$ cat src/core/flash_host_regs.vh
// timing, command and address constants for the parallel flash host controller
`ifndef FLASH_HOST_REGS_VH
`define FLASH_HOST_REGS_VH

// clock rate in MHz (period 4 ns)
`define CLK_MHZ 32'd250
// least times in ns, rounded up to whole cycles where used
`define T_WP_NS 32'd90
`define T_WPH_NS 32'd90
`define T_AH_NS 32'd50
`define T_ACC_NS 32'd55
`define T_OEHP_NS 32'd150
// longest internal operation times
`define T_BP_US 32'd50
`define T_EC_S 32'd10
`define CLK_HZ 32'd250_000_000

// user operation codes
`define OP_READ 3'h0
`define OP_PROGRAM 3'h1
`define OP_CHIP_ERASE 3'h2
`define OP_MAIN_ERASE 3'h3
`define OP_ID_ENTRY 3'h4
`define OP_ID_EXIT 3'h5
`define OP_LOCKOUT 3'h6

// command sequence addresses and bytes
`define SEQ_ADDR_A 15'h5555
`define SEQ_ADDR_B 15'h2aaa
`define CMD_UNLOCK1 8'haa
`define CMD_UNLOCK2 8'h55
`define CMD_ERASE_SETUP 8'h80
`define CMD_PROGRAM 8'ha0
`define CMD_ID_ENTRY 8'h90
`define CMD_ID_EXIT 8'hf0
`define CMD_LOCKOUT 8'h40
`define CMD_CHIP_ERASE 8'h10
`define CMD_MAIN_ERASE 8'h30

// boot block word range and toggle bit position
`define BOOT_LO 15'h0000
`define BOOT_HI 15'h1fff
`define TOGGLE_BIT 6

`endif

$ cat src/core/flash_bus_cycle.v
// one asynchronous read or write cycle on the flash pins
`timescale 1ns/1ps
`default_nettype none
`include "flash_host_regs.vh"

module flash_bus_cycle (
  // clock and reset
  input wire clk,
  input wire resetn,
  // request from the sequencer
  input wire start,
  input wire is_read,
  input wire [14:0] req_addr,
  input wire [15:0] req_data,
  output reg done_q,
  output reg [15:0] rdata_q,
  // flash pins
  output reg ce_n_q,
  output reg oe_n_q,
  output reg we_n_q,
  output reg [14:0] addr_q,
  output reg [15:0] dq_out_q,
  output reg dq_oe_q,
  input wire [15:0] dq_in
);

  // cycle counts worked out at full width, then cut to the counter width
  localparam [31:0] WP_FULL = (`T_WP_NS * `CLK_MHZ + 32'd999) / 32'd1000;
  localparam [31:0] WPH_FULL = (`T_WPH_NS * `CLK_MHZ + 32'd999) / 32'd1000;
  localparam [31:0] AH_FULL = (`T_AH_NS * `CLK_MHZ + 32'd999) / 32'd1000;
  // two extra cycles cover the input synchroniser
  localparam [31:0] RD_FULL = (`T_ACC_NS * `CLK_MHZ + 32'd999) / 32'd1000 + 32'd2;
  localparam [31:0] OEHP_FULL = (`T_OEHP_NS * `CLK_MHZ + 32'd999) / 32'd1000;
  localparam [7:0] WP_CYC = WP_FULL[7:0];
  localparam [7:0] WPH_CYC = WPH_FULL[7:0];
  localparam [7:0] AH_CYC = AH_FULL[7:0];
  localparam [7:0] RD_CYC = RD_FULL[7:0];
  localparam [7:0] OEHP_CYC = OEHP_FULL[7:0];
  localparam [7:0] WHOLD_CYC = (WPH_CYC > AH_CYC) ? WPH_CYC : AH_CYC;

  localparam [1:0] C_IDLE = 2'd0;
  localparam [1:0] C_STROBE = 2'd1;
  localparam [1:0] C_RECOVER = 2'd2;

  reg [1:0] state_q;
  reg [7:0] cnt_q;
  reg rd_q;
  reg [15:0] sync1_q;
  reg [15:0] sync2_q;

  // two-stage synchroniser on the data pins
  always @(posedge clk or negedge resetn) begin
    if (!resetn) begin
      sync1_q <= 16'h0000;
      sync2_q <= 16'h0000;
    end else begin
      sync1_q <= dq_in;
      sync2_q <= sync1_q;
    end
  end

  // strobe sequencing; output enable stays high on writes
  always @(posedge clk or negedge resetn) begin
    if (!resetn) begin
      state_q <= C_IDLE;
      cnt_q <= 8'h00;
      rd_q <= 1'b0;
      done_q <= 1'b0;
      rdata_q <= 16'h0000;
      ce_n_q <= 1'b1;
      oe_n_q <= 1'b1;
      we_n_q <= 1'b1;
      addr_q <= 15'h0000;
      dq_out_q <= 16'h0000;
      dq_oe_q <= 1'b0;
    end else begin
      done_q <= 1'b0;
      case (state_q)
        C_IDLE: begin
          if (start) begin
            rd_q <= is_read;
            addr_q <= req_addr;
            dq_out_q <= req_data;
            dq_oe_q <= ~is_read;
            ce_n_q <= 1'b0;
            oe_n_q <= ~is_read;
            we_n_q <= is_read;
            cnt_q <= is_read ? RD_CYC : WP_CYC;
            state_q <= C_STROBE;
          end
        end
        C_STROBE: begin
          if (cnt_q == 8'h01) begin
            // both strobes rise together; address and data held after
            ce_n_q <= 1'b1;
            oe_n_q <= 1'b1;
            we_n_q <= 1'b1;
            if (rd_q) begin
              rdata_q <= sync2_q;
            end
            // read gap keeps the toggling strobes high long enough
            cnt_q <= rd_q ? OEHP_CYC : WHOLD_CYC;
            state_q <= C_RECOVER;
          end else begin
            cnt_q <= cnt_q - 8'h01;
          end
        end
        C_RECOVER: begin
          if (cnt_q == 8'h01) begin
            dq_oe_q <= 1'b0;
            done_q <= 1'b1;
            state_q <= C_IDLE;
          end else begin
            cnt_q <= cnt_q - 8'h01;
          end
        end
        default: begin
          state_q <= C_IDLE;
        end
      endcase
    end
  end

endmodule // flash_bus_cycle
`default_nettype wire

$ cat src/core/flash_host.v
// host-side command sequencer and toggle-bit poller for a 16-bit parallel flash
//
// Overview of operation
// - output enable high throughout every write
// - chip erase sequence ends with 10H
// - main block erase sequence ends 30H
// - completion only when bit 6 stops changing
// - poll reads keep one fixed address
// - toggling strobe meets minimum high pulse
// - command byte on low data, address 14:0
`timescale 1ns/1ps
`default_nettype none
`include "flash_host_regs.vh"

module flash_host #(
  parameter [31:0] PROG_TIMEOUT_CYC = `T_BP_US * `CLK_MHZ,
  parameter [31:0] ERASE_TIMEOUT_CYC = `T_EC_S * `CLK_HZ
) (
  // clock and reset
  input wire clk,
  input wire resetn,
  // user command port
  input wire cmd_valid,
  input wire [2:0] cmd_op,
  input wire [14:0] cmd_addr,
  input wire [15:0] cmd_data,
  output reg cmd_ready_q,
  // user answer port
  output reg rsp_valid_q,
  output reg rsp_err_q,
  output reg [15:0] rsp_data_q,
  output reg lockout_q,
  // flash pins
  output wire ce_n,
  output wire oe_n,
  output wire we_n,
  output wire [14:0] flash_addr,
  output wire [15:0] dq_out,
  output wire dq_oe,
  input wire [15:0] dq_in
);

  localparam [2:0] S_IDLE = 3'd0;
  localparam [2:0] S_WWAIT = 3'd1;
  localparam [2:0] S_RWAIT = 3'd2;
  localparam [2:0] S_PWAIT = 3'd3;

  reg [2:0] state_q;
  reg [2:0] op_q;
  reg [14:0] addr_q;
  reg [15:0] data_q;
  reg [2:0] step_q;
  reg first_q;
  reg prev_q;
  reg [31:0] tmo_q;
  reg start_q;
  reg brd_q;
  reg [14:0] baddr_q;
  reg [15:0] bdata_q;
  wire bus_done;
  wire [15:0] bus_rdata;

  // number of writes in each command sequence
  function [2:0] seq_len;
    input [2:0] op;
    begin
      case (op)
        `OP_PROGRAM: seq_len = 3'd4;
        `OP_CHIP_ERASE: seq_len = 3'd6;
        `OP_MAIN_ERASE: seq_len = 3'd6;
        `OP_LOCKOUT: seq_len = 3'd6;
        default: seq_len = 3'd3;
      endcase
    end
  endfunction

  // address and command byte of one step; upper data byte sent as zero
  function [22:0] seq_word;
    input [2:0] op;
    input [2:0] idx;
    begin
      case (idx)
        3'd0: seq_word = {`SEQ_ADDR_A, `CMD_UNLOCK1};
        3'd1: seq_word = {`SEQ_ADDR_B, `CMD_UNLOCK2};
        3'd2: begin
          case (op)
            `OP_PROGRAM: seq_word = {`SEQ_ADDR_A, `CMD_PROGRAM};
            `OP_ID_ENTRY: seq_word = {`SEQ_ADDR_A, `CMD_ID_ENTRY};
            `OP_ID_EXIT: seq_word = {`SEQ_ADDR_A, `CMD_ID_EXIT};
            default: seq_word = {`SEQ_ADDR_A, `CMD_ERASE_SETUP};
          endcase
        end
        3'd3: seq_word = {`SEQ_ADDR_A, `CMD_UNLOCK1};
        3'd4: seq_word = {`SEQ_ADDR_B, `CMD_UNLOCK2};
        default: begin
          case (op)
            `OP_CHIP_ERASE: seq_word = {`SEQ_ADDR_A, `CMD_CHIP_ERASE};
            `OP_MAIN_ERASE: seq_word = {`SEQ_ADDR_A, `CMD_MAIN_ERASE};
            default: seq_word = {`SEQ_ADDR_A, `CMD_LOCKOUT};
          endcase
        end
      endcase
    end
  endfunction

  wire [22:0] next_word = seq_word(op_q, step_q + 3'd1);
  wire is_erase = (op_q == `OP_CHIP_ERASE) || (op_q == `OP_MAIN_ERASE);
  wire is_prog = (op_q == `OP_PROGRAM);
  wire [31:0] tmo_limit = is_prog ? PROG_TIMEOUT_CYC : ERASE_TIMEOUT_CYC;
  // a program aimed at a locked boot block is refused here, not sent
  wire boot_hit = (cmd_addr >= `BOOT_LO) && (cmd_addr <= `BOOT_HI);
  wire new_bit = bus_rdata[`TOGGLE_BIT];

  // sequencer: command writes, plain reads and toggle polling
  always @(posedge clk or negedge resetn) begin
    if (!resetn) begin
      state_q <= S_IDLE;
      op_q <= `OP_READ;
      addr_q <= 15'h0000;
      data_q <= 16'h0000;
      step_q <= 3'd0;
      first_q <= 1'b0;
      prev_q <= 1'b0;
      tmo_q <= 32'h0000_0000;
      start_q <= 1'b0;
      brd_q <= 1'b0;
      baddr_q <= 15'h0000;
      bdata_q <= 16'h0000;
      cmd_ready_q <= 1'b0;
      rsp_valid_q <= 1'b0;
      rsp_err_q <= 1'b0;
      rsp_data_q <= 16'h0000;
      lockout_q <= 1'b0;
    end else begin
      start_q <= 1'b0;
      rsp_valid_q <= 1'b0;
      case (state_q)
        S_IDLE: begin
          cmd_ready_q <= 1'b1;
          if (cmd_valid && cmd_ready_q) begin
            cmd_ready_q <= 1'b0;
            op_q <= cmd_op;
            addr_q <= cmd_addr;
            data_q <= cmd_data;
            step_q <= 3'd0;
            if (cmd_op == `OP_READ) begin
              // identification codes are read this way too
              start_q <= 1'b1;
              brd_q <= 1'b1;
              baddr_q <= cmd_addr;
              state_q <= S_RWAIT;
            end else if (cmd_op == `OP_PROGRAM && lockout_q && boot_hit) begin
              rsp_valid_q <= 1'b1;
              rsp_err_q <= 1'b1;
              rsp_data_q <= 16'h0000;
            end else if (cmd_op > `OP_LOCKOUT) begin
              rsp_valid_q <= 1'b1;
              rsp_err_q <= 1'b1;
              rsp_data_q <= 16'h0000;
            end else begin
              start_q <= 1'b1;
              brd_q <= 1'b0;
              baddr_q <= `SEQ_ADDR_A;
              bdata_q <= {8'h00, `CMD_UNLOCK1};
              state_q <= S_WWAIT;
            end
          end
        end
        S_WWAIT: begin
          if (bus_done) begin
            if (step_q + 3'd1 < seq_len(op_q)) begin
              step_q <= step_q + 3'd1;
              start_q <= 1'b1;
              brd_q <= 1'b0;
              if (is_prog && step_q == 3'd2) begin
                baddr_q <= addr_q;
                bdata_q <= data_q;
              end else begin
                baddr_q <= next_word[22:8];
                bdata_q <= {8'h00, next_word[7:0]};
              end
            end else if (is_prog || is_erase) begin
              // poll one fixed address: the target word, or word 0 on erase
              start_q <= 1'b1;
              brd_q <= 1'b1;
              baddr_q <= is_prog ? addr_q : 15'h0000;
              first_q <= 1'b1;
              tmo_q <= 32'h0000_0000;
              state_q <= S_PWAIT;
            end else begin
              if (op_q == `OP_LOCKOUT) begin
                lockout_q <= 1'b1;
              end
              rsp_valid_q <= 1'b1;
              rsp_err_q <= 1'b0;
              rsp_data_q <= 16'h0000;
              state_q <= S_IDLE;
            end
          end
        end
        S_RWAIT: begin
          if (bus_done) begin
            rsp_valid_q <= 1'b1;
            rsp_err_q <= 1'b0;
            rsp_data_q <= bus_rdata;
            state_q <= S_IDLE;
          end
        end
        S_PWAIT: begin
          // bounded wait for the internal operation
          if (tmo_q != 32'hffff_ffff) begin
            tmo_q <= tmo_q + 32'h0000_0001;
          end
          if (bus_done) begin
            // done only when two reads agree; start value is not trusted
            if (!first_q && new_bit == prev_q) begin
              rsp_valid_q <= 1'b1;
              rsp_err_q <= 1'b0;
              rsp_data_q <= bus_rdata;
              state_q <= S_IDLE;
            end else if (tmo_q >= tmo_limit) begin
              rsp_valid_q <= 1'b1;
              rsp_err_q <= 1'b1;
              rsp_data_q <= bus_rdata;
              state_q <= S_IDLE;
            end else begin
              prev_q <= new_bit;
              first_q <= 1'b0;
              start_q <= 1'b1; // same baddr_q kept
            end
          end
        end
        default: begin
          state_q <= S_IDLE;
        end
      endcase
    end
  end

  // pin timing engine; each read pulses both strobes
  flash_bus_cycle u_cycle (
    .clk(clk),
    .resetn(resetn),
    .start(start_q),
    .is_read(brd_q),
    .req_addr(baddr_q),
    .req_data(bdata_q),
    .done_q(bus_done),
    .rdata_q(bus_rdata),
    .ce_n_q(ce_n),
    .oe_n_q(oe_n),
    .we_n_q(we_n),
    .addr_q(flash_addr),
    .dq_out_q(dq_out),
    .dq_oe_q(dq_oe),
    .dq_in(dq_in)
  );

endmodule // flash_host
`default_nettype wire

$ cat config.mk
export PLATFORM = sky130hd
export DESIGN_NAME = flash_host
export DESIGN_NICKNAME = d
export VERILOG_FILES = /design/src/core/flash_bus_cycle.v /design/src/core/flash_host.v
export VERILOG_INCLUDE_DIRS = /design/src /design/src/core
export SDC_FILE = /design/constraint.sdc
export NUM_CORES = 1
export LEC_CHECK = 0
export ABC_AREA = 1
export BUFFER_PORTS_ARGS = -buffer_cell sky130_fd_sc_hd__buf_2
export CORE_ASPECT_RATIO = 0.5
export CORE_MARGIN = 5
export CORE_UTILIZATION = 55
export CTS_CLUSTER_DIAMETER = 60
export DETAILED_ROUTE_END_ITERATION = 8
export PLACE_DENSITY = 0.75
export SLEW_MARGIN = 20
export SYNTH_ARGS = -nofsm -noshare
export SYNTH_HDL_FRONTEND = slang
export SYNTH_SLANG_ARGS = --single-unit
export TNS_END_PERCENT = 50
$ cat constraint.sdc
create_clock -name clk -period 4.77 [get_ports clk]
set_clock_uncertainty 0.15 [all_clocks]
set_input_delay 0 -clock clk [delete_from_list [all_inputs] [get_ports clk]]
set_output_delay 0 -clock clk [all_outputs]
set_load 0.02 [all_outputs]
==> summary by stage <==
Hold path
The worst hold path belongs to the class input pin to register.

Clock network
The H-tree depth is 1. The hold-fix buffer count after cts is 62. TritonCTS built the clock tree. The quantity of gates resized following cts is 0. Once the clock tree was built, the setup fixing pass inserted 0 buffers. The total CTS buffers is 20. Clock-pin slew was measured on the worst setup and hold paths at 70 ps. The clock sink count is 221.

At the later pin of the worst-skew pair, clock insertion delay measures 500 ps. Clock tree synthesis selected as its root buffer the cell sky130_fd_sc_hd__clkbuf_16. The number of buffers on the longest clock path is 3.

Global route
Summed over all layers, the global routing overflow is 0. The number of antenna violations at the first check in global routing is 0. Global routing used 24.2% of the available tracks across all layers. The number of global-route vias before repair came to 8672. Entering global routing, the biggest net connects 143 pins. The first global-routing pass estimated 43.2 mm of wire.

Logic synthesis
The top flip-flop cell by instance count after synthesis is sky130_fd_sc_hd__dfrtp_1. The synthesized netlist contains 42 unique library cells. The net count of the mapped netlist is 1243.

In the synthesized netlist the async set-or-reset flop fraction comes to 100%. Counting every instance in the synthesized netlist gives 1168. For this run, the number of Yosys warnings is 0. The share of the Yosys chip area taken by registers is 54.1%. Summing every instance area after synthesis gives 10200 µm².

In this run the mean area of a mapped cell was 8.76 µm². The register bit total from synthesis is 221. The number of enable flip-flop cells after synthesis is 0.

Cells and area
Across the whole layout, storage elements account for 5530 µm². The repair_antennas step left the layout with diodes totalling 0. Summing all multi-input logic gate instances after layout gives 4130 µm². After filler insertion, the fill cell instance count of the layout stands at 1423. Of the cells placed in the final design, the portion with a size suffix greater than 1 is 14.7%. The final net count is 1406.

The area growth from synthesis to layout is 20.2%.

Floorplanning
During I/O placement, the number of pins put on the boundary was 108. The die outline area is 21600 µm². The initial standard-cell utilization of the core is 55.8%.

The die boundary height is 106 µm. The cell row count is 35. After floorplanning, the core was sized to cover 18300 µm². The width of the die is 203 µm.

Setup path
The data required time of the worst path is 5020 ps. The worst path arrival time is 3690 ps. The critical path endpoint is baddr_q[5]. The worst flop-to-flop path endpoint is baddr_q[5]. The category of the most critical setup path is register to register. The start point of the critical path is state_q[1]. In this run the worst path has a maximum fanout of 16.

The number of cells traversed by the worst register-to-register path is 9. STA classifies the critical path startpoint as a register. In this run the critical register-to-register path is launched from state_q[1].

The kind of capture point of the worst setup path is a register. The internal reg-to-reg setup slack is 1330 ps.

Timing
Setup violations remaining at the end of the flow were counted as 0. The number of max-slew violations in the final report came to 0. The minimum period implied by the final worst setup slack is 3440 ps. Setup repair after global routing left no endpoint under its margin. The worst-margin pin slew is 1070 ps. The setup TNS is 0 ps. The number of hold violations in the final report came to 0. The highest clock rate is 291 MHz. The relative slew slack is 28.4%. The share of the clock period used by the worst path is 72.1%.

Drt
The total routed wirelength is 26.0 mm. The via-per-instance ratio is 5.53. The number of vias after detailed routing is 8755. The number of remaining DRC errors is 0. The detailed router finished its first iteration with 805 violations.

The count of TritonRoute iterations in the first routing pass is 5. Once detail routing completed, the nets flagged for antenna violations numbered 0. In the final routed layout, each cell accounts on average for 16.4 µm.

Place
The congestion estimate from routability-driven global placement came to 0.965. The final HPWL from detailed placement is 17.3 mm. In this run the tool buffered the top-level ports with 107 buffer cells.

Status
The flow ran to the end, and the final reports show no timing, DRC or antenna violations.

Flow run
The max-cap check violation count is 0.

Power and ir drop
The analysis attributes to cell leakage a power of 5.94 nW. The maximum vdd drop is 301 µV. The total power of the final layout is 0.00667 W.

Dividing total power by cell area gives a power density of 542 nW/µm².
==> cell type report <==
class	count	share of cell area [%]
Clock inverter	10	1.05
Clock buffer	25	4.56
Multi-Input combinational cell	807	33.6
Inverter	103	3.14
Sequential cell	221	45.0
Tap cell	240	2.44
Timing Repair Buffer	178	10.2
==> logic make-up (layout without fill, tap and decap cells) <==
group | count (synthesis) | after routing | synth area share (%)
and+or+nand+nor | 540 | 540 | 21.8
DFF | 221 | 221 | 54.1
AOI/OAI and AO/OA | 190 | 190 | 10.4
buffers and inverters | 140 | 316 | 5.56
muxes | 32 | 32 | 3.52
xor gates and xnor gates | 23 | 23 | 1.97
adders and majority gates | 22 | 22 | 2.69
==> critical path, cell delays in order (launching register included) <==
cell	delay [ps]
sky130_fd_sc_hd__dfrtp_1	400
sky130_fd_sc_hd__inv_1	90
sky130_fd_sc_hd__ha_1	360
sky130_fd_sc_hd__inv_1	460
sky130_fd_sc_hd__o21ai_0	210
sky130_fd_sc_hd__a21oi_1	310
sky130_fd_sc_hd__nand3_1	460
sky130_fd_sc_hd__inv_1	590
sky130_fd_sc_hd__nor2_1	90
sky130_fd_sc_hd__a31oi_1	210
==> synth_stat cells, types with 3 or more instances <==
master,n,area (µm²)
sky130_fd_sc_hd__nor2_1,85,319
sky130_fd_sc_hd__nand3_1,58,290
sky130_fd_sc_hd__mux2_2,32,360
sky130_fd_sc_hd__nand2_1,337,1260
sky130_fd_sc_hd__o21ai_0,82,410
sky130_fd_sc_hd__dfstp_2,3,78.8
sky130_fd_sc_hd__dfrtp_1,218,5460
sky130_fd_sc_hd__clkbuf_1,20,75.1
sky130_fd_sc_hd__nor2_2,3,18.8
sky130_fd_sc_hd__nand3b_1,3,22.5
sky130_fd_sc_hd__xnor2_1,4,35.0
sky130_fd_sc_hd__buf_6,3,33.8
sky130_fd_sc_hd__buf_2,11,55.1
sky130_fd_sc_hd__nand4_1,14,87.6
sky130_fd_sc_hd__o31ai_1,17,128
sky130_fd_sc_hd__a21oi_1,34,170
sky130_fd_sc_hd__xor2_1,19,166
sky130_fd_sc_hd__a31oi_1,18,113
sky130_fd_sc_hd__ha_1,22,275
sky130_fd_sc_hd__inv_1,96,360
sky130_fd_sc_hd__o22ai_1,5,31.3
sky130_fd_sc_hd__nor3_1,29,145
sky130_fd_sc_hd__nor4_1,3,18.8
sky130_fd_sc_hd__inv_2,6,22.5
sky130_fd_sc_hd__o21ai_1,23,115
==> per-stage QoR <==
step | area (µm²) | setup slack, ps | utilization, % | instances | hold slack [ps]
3_3_place_gp | 10900 | 1640 | 59.6 | 1483 | -41.8
2_1_floorplan | 10200 | 2350 | - | 1168 | -446
4_1_cts | 12200 | 1440 | 66.8 | 1580 | 4.04
6_report | 12300 | 1330 | 67.1 | 1584 | 7.26
3_5_place_dp | 10900 | 1460 | 59.6 | 1483 | -40.7
5_1_grt | 12300 | 1100 | 67.1 | 1584 | 5.19
==> state kept, by name, summed over array words and instances (netlist names), 16 cells and up <==
| name | flops |
|---|---|
| rsp_data_q | 16 |
| u_cycle.sync1_q | 16 |
| u_cycle.rdata_q | 16 |
| tmo_q | 32 |
| u_cycle.dq_out_q | 16 |
| u_cycle.sync2_q | 16 |
| bdata_q | 16 |
| data_q | 16 |
==> worst min-delay path by stage <==
stage	slack [ps]	startpoint	end	cells past startpoint
after floorplan	-450	resetn	addr_q[0]	0
after global placement	-40	dq_in[9]	u_cycle.sync1_q[9]	1
after detailed placement	-40	dq_in[11]	u_cycle.sync1_q[11]	1
after CTS	4	dq_in[10]	u_cycle.sync1_q[10]	2
after global routing	5	dq_in[5]	u_cycle.sync1_q[5]	2
final	7	dq_in[5]	u_cycle.sync1_q[5]	2
==> where the power goes <==
| part | total, W | internal, W | switching (W) | leakage (nW) |
|---|---|---|---|---|
| clock | 0.00170 | 0.000999 | 0.000700 | 0.346 |
| sequential | 0.00260 | 0.00232 | 0.000273 | 2.81 |
| combinational | 0.00238 | 0.000739 | 0.00164 | 2.78 |
| total | 0.00667 | 0.00406 | 0.00261 | 5.94 |
==> cell usage in the layout (no fill, tap or decap), drive strengths merged <==
cell type / count
a31oi: 18
dlygate4sd3: 65
o211ai: 2
nand2: 339
a22oi: 2
ha: 22
o21bai: 1
buf: 113
dfstp: 3
dfrtp: 218
a21oi: 35
xnor2: 4
nor3b: 2
and2: 1
o21a: 1
o22ai: 5
or2: 1
bufinv: 3
nand3: 60
xor2: 19
clkinv: 7
a21o: 1
o2111ai: 1
nand3b: 3
o221ai: 2
o31ai: 17
inv: 103
nor3: 29
clkbuf: 25
mux2: 32
nor4: 3
nand4: 14
o21ai: 105
nor2: 88
==> layer usage <==
layer	part of all wire, %	GRT usage (%)	wire length, µm	vias to the layer above
met5	0	0	0	-
li1	-	-	-	4156
met2	49	42.5	12800	331
met3	6.2	3.60	1600	45
met4	1.6	5.08	404	0
met1	43	32.2	11200	4223
No activity file was read; power rests on OpenSTA's default activity.
